**src/hdl/optical_mgmt_map.vh**
```
`ifndef OPTICAL_MGMT_MAP_VH
`define OPTICAL_MGMT_MAP_VH
// ----------------------------------------------------------------------------
// Two-wire slave addressing
// ----------------------------------------------------------------------------
`define DEV_ADDR         7'h50
`define ADDR_W           8
`define ADDR_START       8'h00
// ----------------------------------------------------------------------------
// Memory map of the diagnostics controller
// ----------------------------------------------------------------------------
`define OFS_TEMP         8'h60
`define OFS_BIAS         8'h62
`define OFS_TXPWR        8'h64
`define OFS_RXPWR        8'h66
`define OFS_VCC          8'h68
`define OFS_ALARM        8'h50
`define OFS_WARN         8'h52
`define OFS_WP_LIMIT     8'h60
// ----------------------------------------------------------------------------
// Alarm and warning limit defaults (high, low)
// ----------------------------------------------------------------------------
`define LIM_ALM_HI       16'hf000
`define LIM_ALM_LO       16'h0100
`define LIM_WRN_HI       16'he000
`define LIM_WRN_LO       16'h0200
// ----------------------------------------------------------------------------
// Timing
// ----------------------------------------------------------------------------
`define CLK_PERIOD_NS    8
`define LASER_TIME_MS    100
`define NS_PER_MS        1000000
`define LASER_SETTLE_DIV 1000
`define INIT_CYCLES      16
`define BYTE_BITS        4'd8
`endif

```
**src/hdl/limit_check.v**
```verilog
`timescale 1ns/1ps
// Compares one monitored value against alarm and warning windows
module limit_check
(
   // Clock and reset
   input  wire        clk,
   input  wire        rst,
   // Monitored value
   input  wire [15:0] value,
   // Flags
   output reg         alarm_hi_r,
   output reg         alarm_lo_r,
   output reg         warn_hi_r,
   output reg         warn_lo_r
);
`include "optical_mgmt_map.vh"

   // ------------------------------------------------------------------------
   // Flag evaluation
   // ------------------------------------------------------------------------
   // Flags follow the value every cycle
   always @(posedge clk or posedge rst)
   begin
      if (rst)
      begin
         alarm_hi_r <= 1'b0;
         alarm_lo_r <= 1'b0;
         warn_hi_r  <= 1'b0;
         warn_lo_r  <= 1'b0;
      end
      else
      begin
         alarm_hi_r <= (value > `LIM_ALM_HI);
         alarm_lo_r <= (value < `LIM_ALM_LO);
         warn_hi_r  <= (value > `LIM_WRN_HI);
         warn_lo_r  <= (value < `LIM_WRN_LO);
      end
   end
endmodule

```
**src/hdl/optical_module_control_mgmt.v**
```verilog
`timescale 1ns/1ps
`include "optical_mgmt_map.vh"
module optical_module_control_mgmt
#(
   parameter LASER_CYCLES = (`LASER_TIME_MS * `NS_PER_MS) / `CLK_PERIOD_NS,
   parameter MEM_DEPTH    = 256
)
(
   // Clock and reset
   input  wire        clk,
   input  wire        rst,
   // Host control pins
   input  wire        module_deselect,
   input  wire        laser_off_request,
   input  wire        power_down,
   // Host status pins
   output reg         interrupt_n_r,
   output reg         module_absent_r,
   output reg         module_not_ready_r,
   output reg         receive_signal_lost_r,
   // Two-wire link
   input  wire        scl_in,
   input  wire        sda_in,
   output reg         sda_oe_r,
   // Optical front end
   input  wire        rx_signal_detect,
   output reg         laser_enable_r,
   output reg         standby_r,
   // Monitor values
   input  wire [15:0] mon_temp,
   input  wire [15:0] mon_bias,
   input  wire [15:0] mon_txpwr,
   input  wire [15:0] mon_rxpwr,
   input  wire [15:0] mon_vcc
);

   // ------------------------------------------------------------------------
   // Input synchronisers
   // ------------------------------------------------------------------------
   reg  [1:0] scl_s, sda_s, sel_s, dis_s, pd_s, sd_s; // Two-stage chains
   reg        scl_d, sda_d, pd_d;                     // Previous samples
   always @(posedge clk or posedge rst)
   begin
      if (rst)
      begin
         scl_s <= 2'h3; sda_s <= 2'h3; sel_s <= 2'h3;
         dis_s <= 2'h3; pd_s  <= 2'h0; sd_s  <= 2'h0;
         scl_d <= 1'b1; sda_d <= 1'b1; pd_d  <= 1'b0;
      end
      else
      begin
         scl_s <= {scl_s[0], scl_in};
         sda_s <= {sda_s[0], sda_in};
         sel_s <= {sel_s[0], module_deselect};
         dis_s <= {dis_s[0], laser_off_request};
         pd_s  <= {pd_s[0], power_down};
         sd_s  <= {sd_s[0], rx_signal_detect};
         scl_d <= scl_s[1];
         sda_d <= sda_s[1];
         pd_d  <= pd_s[1];
      end
   end
   wire scl_rise = scl_s[1] & ~scl_d;
   wire scl_fall = ~scl_s[1] & scl_d;
   wire start_c  = scl_s[1] & scl_d & sda_d & ~sda_s[1];
   wire stop_c   = scl_s[1] & scl_d & ~sda_d & sda_s[1];
   wire pd_fall  = pd_d & ~pd_s[1];
   wire soft_rst = pd_fall | pd_s[1];

   // ------------------------------------------------------------------------
   // Initialisation and laser timing
   // ------------------------------------------------------------------------
   reg [7:0]  init_cnt_r;   // Post-reset settling counter
   reg [31:0] las_cnt_r;    // Laser transition counter
   reg        las_tgt_r;    // Requested laser state
   always @(posedge clk or posedge rst)
   begin
      if (rst)
      begin
         init_cnt_r <= 8'h00; module_not_ready_r <= 1'b1;
         las_cnt_r <= 32'h0; las_tgt_r <= 1'b0; laser_enable_r <= 1'b0;
         standby_r <= 1'b0; module_absent_r <= 1'b0;
      end
      else
      begin
         module_absent_r <= 1'b0;
         standby_r <= pd_s[1];
         if (soft_rst)
         begin
            init_cnt_r <= 8'h00;
            module_not_ready_r <= 1'b1;
            laser_enable_r <= 1'b0;
            las_tgt_r <= 1'b0;
         end
         else if (init_cnt_r != `INIT_CYCLES)
            init_cnt_r <= init_cnt_r + 8'h01;
         else
         begin
            module_not_ready_r <= 1'b0;
            // Laser drops at once on disable and returns after a short settle, well inside the limit
            if (las_tgt_r != ~dis_s[1])
            begin
               las_tgt_r <= ~dis_s[1];
               las_cnt_r <= 32'h0;
               if (dis_s[1])
                  laser_enable_r <= 1'b0;
            end
            else if (las_cnt_r < LASER_CYCLES / `LASER_SETTLE_DIV)
               las_cnt_r <= las_cnt_r + 32'h1;
            else
               laser_enable_r <= las_tgt_r;
         end
      end
   end

   // ------------------------------------------------------------------------
   // Monitoring and flags
   // ------------------------------------------------------------------------
   wire [4:0] ah, al, wh, wl;
   wire [79:0] mons = {mon_vcc, mon_rxpwr, mon_txpwr, mon_bias, mon_temp};
   genvar gi;
   generate
      for (gi = 0; gi < 5; gi = gi + 1)
      begin : g_lim
         limit_check u_lim
         (
            .clk        (clk),
            .rst        (rst),
            .value      (mons[gi*16 +: 16]),
            .alarm_hi_r (ah[gi]),
            .alarm_lo_r (al[gi]),
            .warn_hi_r  (wh[gi]),
            .warn_lo_r  (wl[gi])
         );
      end
   endgenerate
   always @(posedge clk or posedge rst)
   begin
      if (rst)
      begin
         interrupt_n_r <= 1'b1;
         receive_signal_lost_r <= 1'b1;
      end
      else
      begin
         interrupt_n_r <= ~(|{ah, al, wh, wl});
         receive_signal_lost_r <= ~sd_s[1];
      end
   end

   // ------------------------------------------------------------------------
   // Diagnostics memory and read mux
   // ------------------------------------------------------------------------
   reg [7:0] mem [0:MEM_DEPTH-1];  // User-writable bytes, 8-bit words
   reg [7:0] addr_r;               // Current byte pointer
   reg [7:0] rdata;                // Byte at pointer
   always @*
   begin
      case (addr_r)
         `OFS_TEMP:       rdata = mon_temp[15:8];
         `OFS_TEMP+8'h1:  rdata = mon_temp[7:0];
         `OFS_BIAS:       rdata = mon_bias[15:8];
         `OFS_BIAS+8'h1:  rdata = mon_bias[7:0];
         `OFS_TXPWR:      rdata = mon_txpwr[15:8];
         `OFS_TXPWR+8'h1: rdata = mon_txpwr[7:0];
         `OFS_RXPWR:      rdata = mon_rxpwr[15:8];
         `OFS_RXPWR+8'h1: rdata = mon_rxpwr[7:0];
         `OFS_VCC:        rdata = mon_vcc[15:8];
         `OFS_VCC+8'h1:   rdata = mon_vcc[7:0];
         `OFS_ALARM:      rdata = {ah, al[4:2]};
         `OFS_ALARM+8'h1: rdata = {al[1:0], 6'h00};
         `OFS_WARN:       rdata = {wh, wl[4:2]};
         `OFS_WARN+8'h1:  rdata = {wl[1:0], 6'h00};
         default:         rdata = mem[addr_r];
      endcase
   end

   // ------------------------------------------------------------------------
   // Two-wire slave state machine
   // ------------------------------------------------------------------------
   localparam S_IDLE = 6'h01, S_DEV = 6'h02, S_DACK = 6'h04;
   localparam S_WR   = 6'h08, S_RD  = 6'h10, S_RACK = 6'h20;
   reg [5:0] st_r;        // One-hot state
   reg [3:0] bit_r;       // Bit counter
   reg [7:0] sh_r;        // Shift register
   reg       rw_r;        // Read direction
   reg       first_r;     // Next write byte is address
   integer   k;
   always @(posedge clk or posedge rst)
   begin
      if (rst)
      begin
         st_r <= S_IDLE; bit_r <= 4'h0; sh_r <= 8'h00; rw_r <= 1'b0;
         first_r <= 1'b0; sda_oe_r <= 1'b0;
         addr_r <= `ADDR_START;
         for (k = 0; k < MEM_DEPTH; k = k + 1)
            mem[k] <= 8'h00;
      end
      else if (soft_rst | sel_s[1] | stop_c)
      begin
         st_r <= S_IDLE; sda_oe_r <= 1'b0;
         if (soft_rst)
         begin
            addr_r <= `ADDR_START;
            // Power-down restart wipes user bytes as a power cycle would
            for (k = 0; k < MEM_DEPTH; k = k + 1)
               mem[k] <= 8'h00;
         end
      end
      else if (start_c)
      begin
         st_r <= S_DEV; bit_r <= 4'h0; sda_oe_r <= 1'b0;
      end
      else
      begin
         case (st_r)
            S_IDLE: ;
            S_DEV, S_WR:
               if (scl_rise)
               begin
                  sh_r <= {sh_r[6:0], sda_s[1]};
                  bit_r <= bit_r + 4'h1;
               end
               else if (scl_fall && bit_r == `BYTE_BITS)
               begin
                  bit_r <= 4'h0;
                  if (st_r == S_DEV)
                  begin
                     if (sh_r[7:1] == `DEV_ADDR)
                     begin
                        sda_oe_r <= 1'b1;
                        rw_r <= sh_r[0];
                        first_r <= 1'b1;
                        st_r <= S_DACK;
                     end
                     else
                        st_r <= S_IDLE;
                  end
                  else
                  begin
                     sda_oe_r <= 1'b1;
                     st_r <= S_DACK;
                     first_r <= 1'b0;
                     if (first_r)
                        addr_r <= sh_r;
                     else
                     begin
                        if (addr_r >= `OFS_WP_LIMIT || addr_r < `OFS_ALARM)
                           mem[addr_r] <= sh_r;
                        addr_r <= addr_r + 8'h01;
                     end
                  end
               end
            S_DACK:
               if (scl_fall)
               begin
                  if (rw_r)
                  begin
                     sda_oe_r <= ~rdata[7];
                     sh_r <= {rdata[6:0], 1'b0};
                     bit_r <= 4'h1;
                     st_r <= S_RD;
                  end
                  else
                  begin
                     sda_oe_r <= 1'b0;
                     st_r <= S_WR;
                  end
               end
            S_RD:
               if (scl_fall)
               begin
                  if (bit_r == `BYTE_BITS)
                  begin
                     sda_oe_r <= 1'b0;
                     addr_r <= addr_r + 8'h01;
                     st_r <= S_RACK;
                  end
                  else
                  begin
                     sda_oe_r <= ~sh_r[7];
                     sh_r <= {sh_r[6:0], 1'b0};
                     bit_r <= bit_r + 4'h1;
                  end
               end
            S_RACK:
               if (scl_rise)
               begin
                  if (sda_s[1])
                     st_r <= S_IDLE;                       // Host nack ends read
                  else
                     st_r <= S_DACK;
               end
            default: st_r <= S_IDLE;
         endcase
      end
   end
endmodule

```
**config.mk**
```make
export PLATFORM = sky130hd
export DESIGN_NAME = optical_module_control_mgmt
export DESIGN_NICKNAME = d
export VERILOG_FILES = /design/src/hdl/limit_check.v /design/src/hdl/optical_module_control_mgmt.v
export VERILOG_INCLUDE_DIRS = /design/src /design/src/hdl
export SDC_FILE = /design/constraint.sdc
export NUM_CORES = 2
export LEC_CHECK = 0
export ABC_CLOCK_PERIOD_IN_PS = 85300
export BUFFER_PORTS_ARGS = -buffer_cell sky130_fd_sc_hd__buf_2
export CORE_MARGIN = 3
export CORE_UTILIZATION = 25
export CTS_CLUSTER_SIZE = 25
export DETAILED_ROUTE_END_ITERATION = 16
export PLACE_DENSITY = 0.46
export SLEW_MARGIN = 20
export SYNTH_ARGS = -nofsm -noshare
export SYNTH_HDL_FRONTEND = slang
export SYNTH_SLANG_ARGS = --single-unit
```
**constraint.sdc**
```tcl
create_clock -name clk -period 85.3 [get_ports clk]
set_input_delay 17.06 -clock clk [delete_from_list [all_inputs] [get_ports clk]]
set_output_delay 17.06 -clock clk [all_outputs]
set_load 0.02 [all_outputs]
```
==> impl_results.md <==
- Status: completed
- Yosys reg bits: 2157
- CTS Buffer Depth: 4
- Wire per inst: 29.6 um
- Post-synth net total: 8391
- Max-Cap Viols: 0
- Top_reg_cell synth: dfrtp_1
- Largest family of logic cells by synthesized area: compound AO/OA/AOI/OAI gates
- Shortest period the worst path allows: 20520 ps
- Post-CTS sizing: 0
- Max Slew Vio Count: 0
- Initial Utilization: 25.2%
- Average cell area after synthesis: 11.6 um^2
- Post-DRT Antenna Nets: 0
- Port bufs: 93
- Buf/Inv on CP: 7
- Type of the worst min-delay path: flop to flop
- Nets@finish: 8308
- CTS Sinks: 2157
- Kind of cell adding the most delay to the critical path: buffers and inverters
- Compound-Gate Fraction of Synth Area: 16.1%
- Total GRT Usage: 20.0%
- Crit end category: async pin
- Gr ovfl total: 0
- Wire length on met3: 36900 um
- Worst path arrival time: 21380 ps
- Synth Cell Area: 0.0964 mm^2
- Hold_buf cts: 0
- Critical Path Start Type: primary input
- Worst Setup Path Type: primary input to async pin
- Worst Reg-to-Reg Cells: 10
- I/O pin count: 95
- Mux contribution to synthesized area: 14.4%
- Vias in the first global route: 74267
- Post-synthesis sequential area ratio: 56.0%
- Critical Path Stages: 7
- Routed length on met2: 179000 um
- Adder-Cell Fraction of Synth Area: 0.130%
- CP required: 86160 ps
- FMAX: 0.0487 GHz
- Most frequent cells in the layout: 2138 x dfrtp_1, 1671 x nand2_1, 1458 x o21ai_0
- Rows: 227
- Hold depth: 0
- Setup TNS Final: 0 ps
- GP Congestion: 0.897
- Cell mode on critical path: buf_4
- DP Wirelength: 245000 um
- Clock Latency Late Sink: 930 ps
- Slew at the pin with the worst max-slew slack: 1240 ps
- RSZ-0062 raised after global routing: no
- Drc violations: 0
- Horiz. Die Dim: 627 um
- Post-layout power: 2.19 mW
- Antenna violations before repair: 44
- Area growth, synth to finish: 14.9%
- Die Height: 627 um
- Largest net degree at the start of global routing: 181
- Worst Path Max Fanout: 125
- M1 wire length: 162000 um
- Final hold vios: 0
- H-Tree Depth: 4
- Iter 0 DRT Violations: 8065
- Drt pass-1 iters: 6
- Clock-pin slew on the worst setup and hold paths: 60 ps
- Ys async rst share: 100%
- CP Cell Sequence: buf_2 > inv_8 > buf_12 > buf_16 > buf_4 > buf_4 > buf_4
- # setup viols final: 0
- Setup Buffers After CTS: 0
- Post-synthesis xor/xnor area fraction: 0.109%
- Pwr dens: 19.8 mW/mm^2
- Commonest non-fill, non-tap cell in the layout: dfrtp_1
- CTS tree: built
- Leakage: 46.0 nW
- Fin crit share: 24.1%
- Fin Clk Skew: 81.3 ps
- VDD IR max: 16.2 uV
- Worst path slowest cell: buf_4
- Detailed Route WL: 401000 um
- DR top layer: met5
- Number of CTS-inserted buffers: 244
- First-pass GRT wire length: 574000 um
- Via count: 74253
- Ys Warns: 0
- CP peak stage delay: 890 ps
- CTS Root Cell: clkbuf_16
- Core ar.: 0.383 mm^2
- Vias per cell: 5.48
- Layout cells sized above 1: 16.4%
- Worst rel slew slack: 16.9%
- Gate Count Post-Synth: 8293
- EDFF count, synth: 0
- Synth unique cells: 80
- Simple-Gate Fraction of Synth Area: 10.6%
- Die ar.: 0.393 mm^2
==> power breakdown <==
part	switching [mW]	internal (mW)	total [mW]
clock network	0.447	0.627	1.07
registers	0.000778	1.02	1.03
logic	0.0833	0.00913	0.0925
==> worst register-to-register path, cell delays in order, from the launching register on <==
cell and delay, ps:
dfrtp_4 970, buf_4 600, buf_4 710, buf_4 670, mux4_2 460, mux4_2 610, a22o_1 280, a311oi_1 860
nand3_1 270, nor3_1 390, a31oi_1 140
==> layer usage <==
metal | up-vias | global-route usage (%)
met5 | - | 0
met1 | 39253 | 26.2
met3 | 887 | 5.37
met4 | 26 | 10.6
li1 | 30340 | -
met2 | 3747 | 30.3
==> flip-flops by register name, summed over array words and instances (netlist names), 2 cells and up <==
signal	flops
pd_s	2
sd_s	2
mem	2048
init_cnt_r	8
dis_s	2
sda_s	2
g_lim.u_lim.alarm_hi_r	5
g_lim.u_lim.warn_lo_r	5
g_lim.u_lim.alarm_lo_r	5
g_lim.u_lim.warn_hi_r	5
las_cnt_r	32
sh_r	8
addr_r	8
scl_s	2
bit_r	4
sel_s	2
st_r	6
==> layout make-up <==
type	instances	area [um^2]
Antenna cell	119	298
Clock buffer	353	7130
Clock inverter	85	922
Fill cell	39128	272000
Inverter	23	101
Multi-Input combinational cell	5537	40200
Sequential cell	2157	54000
Tap cell	5038	6300
Timing Repair Buffer	247	1830
==> synth_stat cells (28+ instances only) <==
library cell     n  area, um^2
buf_2           82         410
o21ai_1        113         566
clkbuf_1       417        1570
a22oi_1         83         623
nor2b_1         28         175
nand2_1       1686        6330
o21ai_0       1458        7300
nor3_1          66         330
nor3_2          50         500
buf_4           28         210
nor2_1         221         830
a22o_1         645        5650
a21oi_1         72         360
buf_1           32         120
and2_1         144         901
mux2i_1         58         581
nand3_1         32         160
nor4_1          28         175
dfrtp_1       2143       53600
mux4_2         586       13200
==> kinds of logic after synthesis <==
group                    after synthesis
AO/OA/AOI/OAI                       2492
adder cells (fa/ha/maj)               10
buffers and inverters                599
AND/OR/NAND/NOR                     2372
multiplexers                         650
XOR/XNOR                              12
flip-flops                          2157
other                                  1
==> worst paths after layout <==
| check | startpoint | endpoint | slack (ps) |
|---|---|---|---|
| max reg2reg | addr_r[1]$_DFFE_PP0P_ | sh_r[1]$_DFFE_PP0P_ | 79200 |
| max in group clk | interrupt_n_r$_DFF_PP1_ | interrupt_n_r | 66670 |
| min in group asynchronous | rst | mem[1527]$_DFFE_PP0P_ | 16310 |
| min | sel_s[0]$_DFF_PP1_ | sel_s[1]$_DFF_PP1_ | 330 |
| max | rst | mem[617]$_DFFE_PP0P_ | 64780 |
| min reg2reg | sel_s[0]$_DFF_PP1_ | sel_s[1]$_DFF_PP1_ | 330 |
==> metrics by stage <==
stage	hold slack, ps	std cells	setup slack (ps)	cell area, um^2	util (%)
after floorplan	331	8293	7320	96400	-
after global placement	348	13000	63970	102000	26.7
after detailed placement	346	13000	63820	102000	26.7
after CTS	341	13438	64760	110000	28.8
after global routing	346	13531	64230	111000	28.9
final	334	13559	64780	111000	28.9
Power figures use the tool's default switching activity.
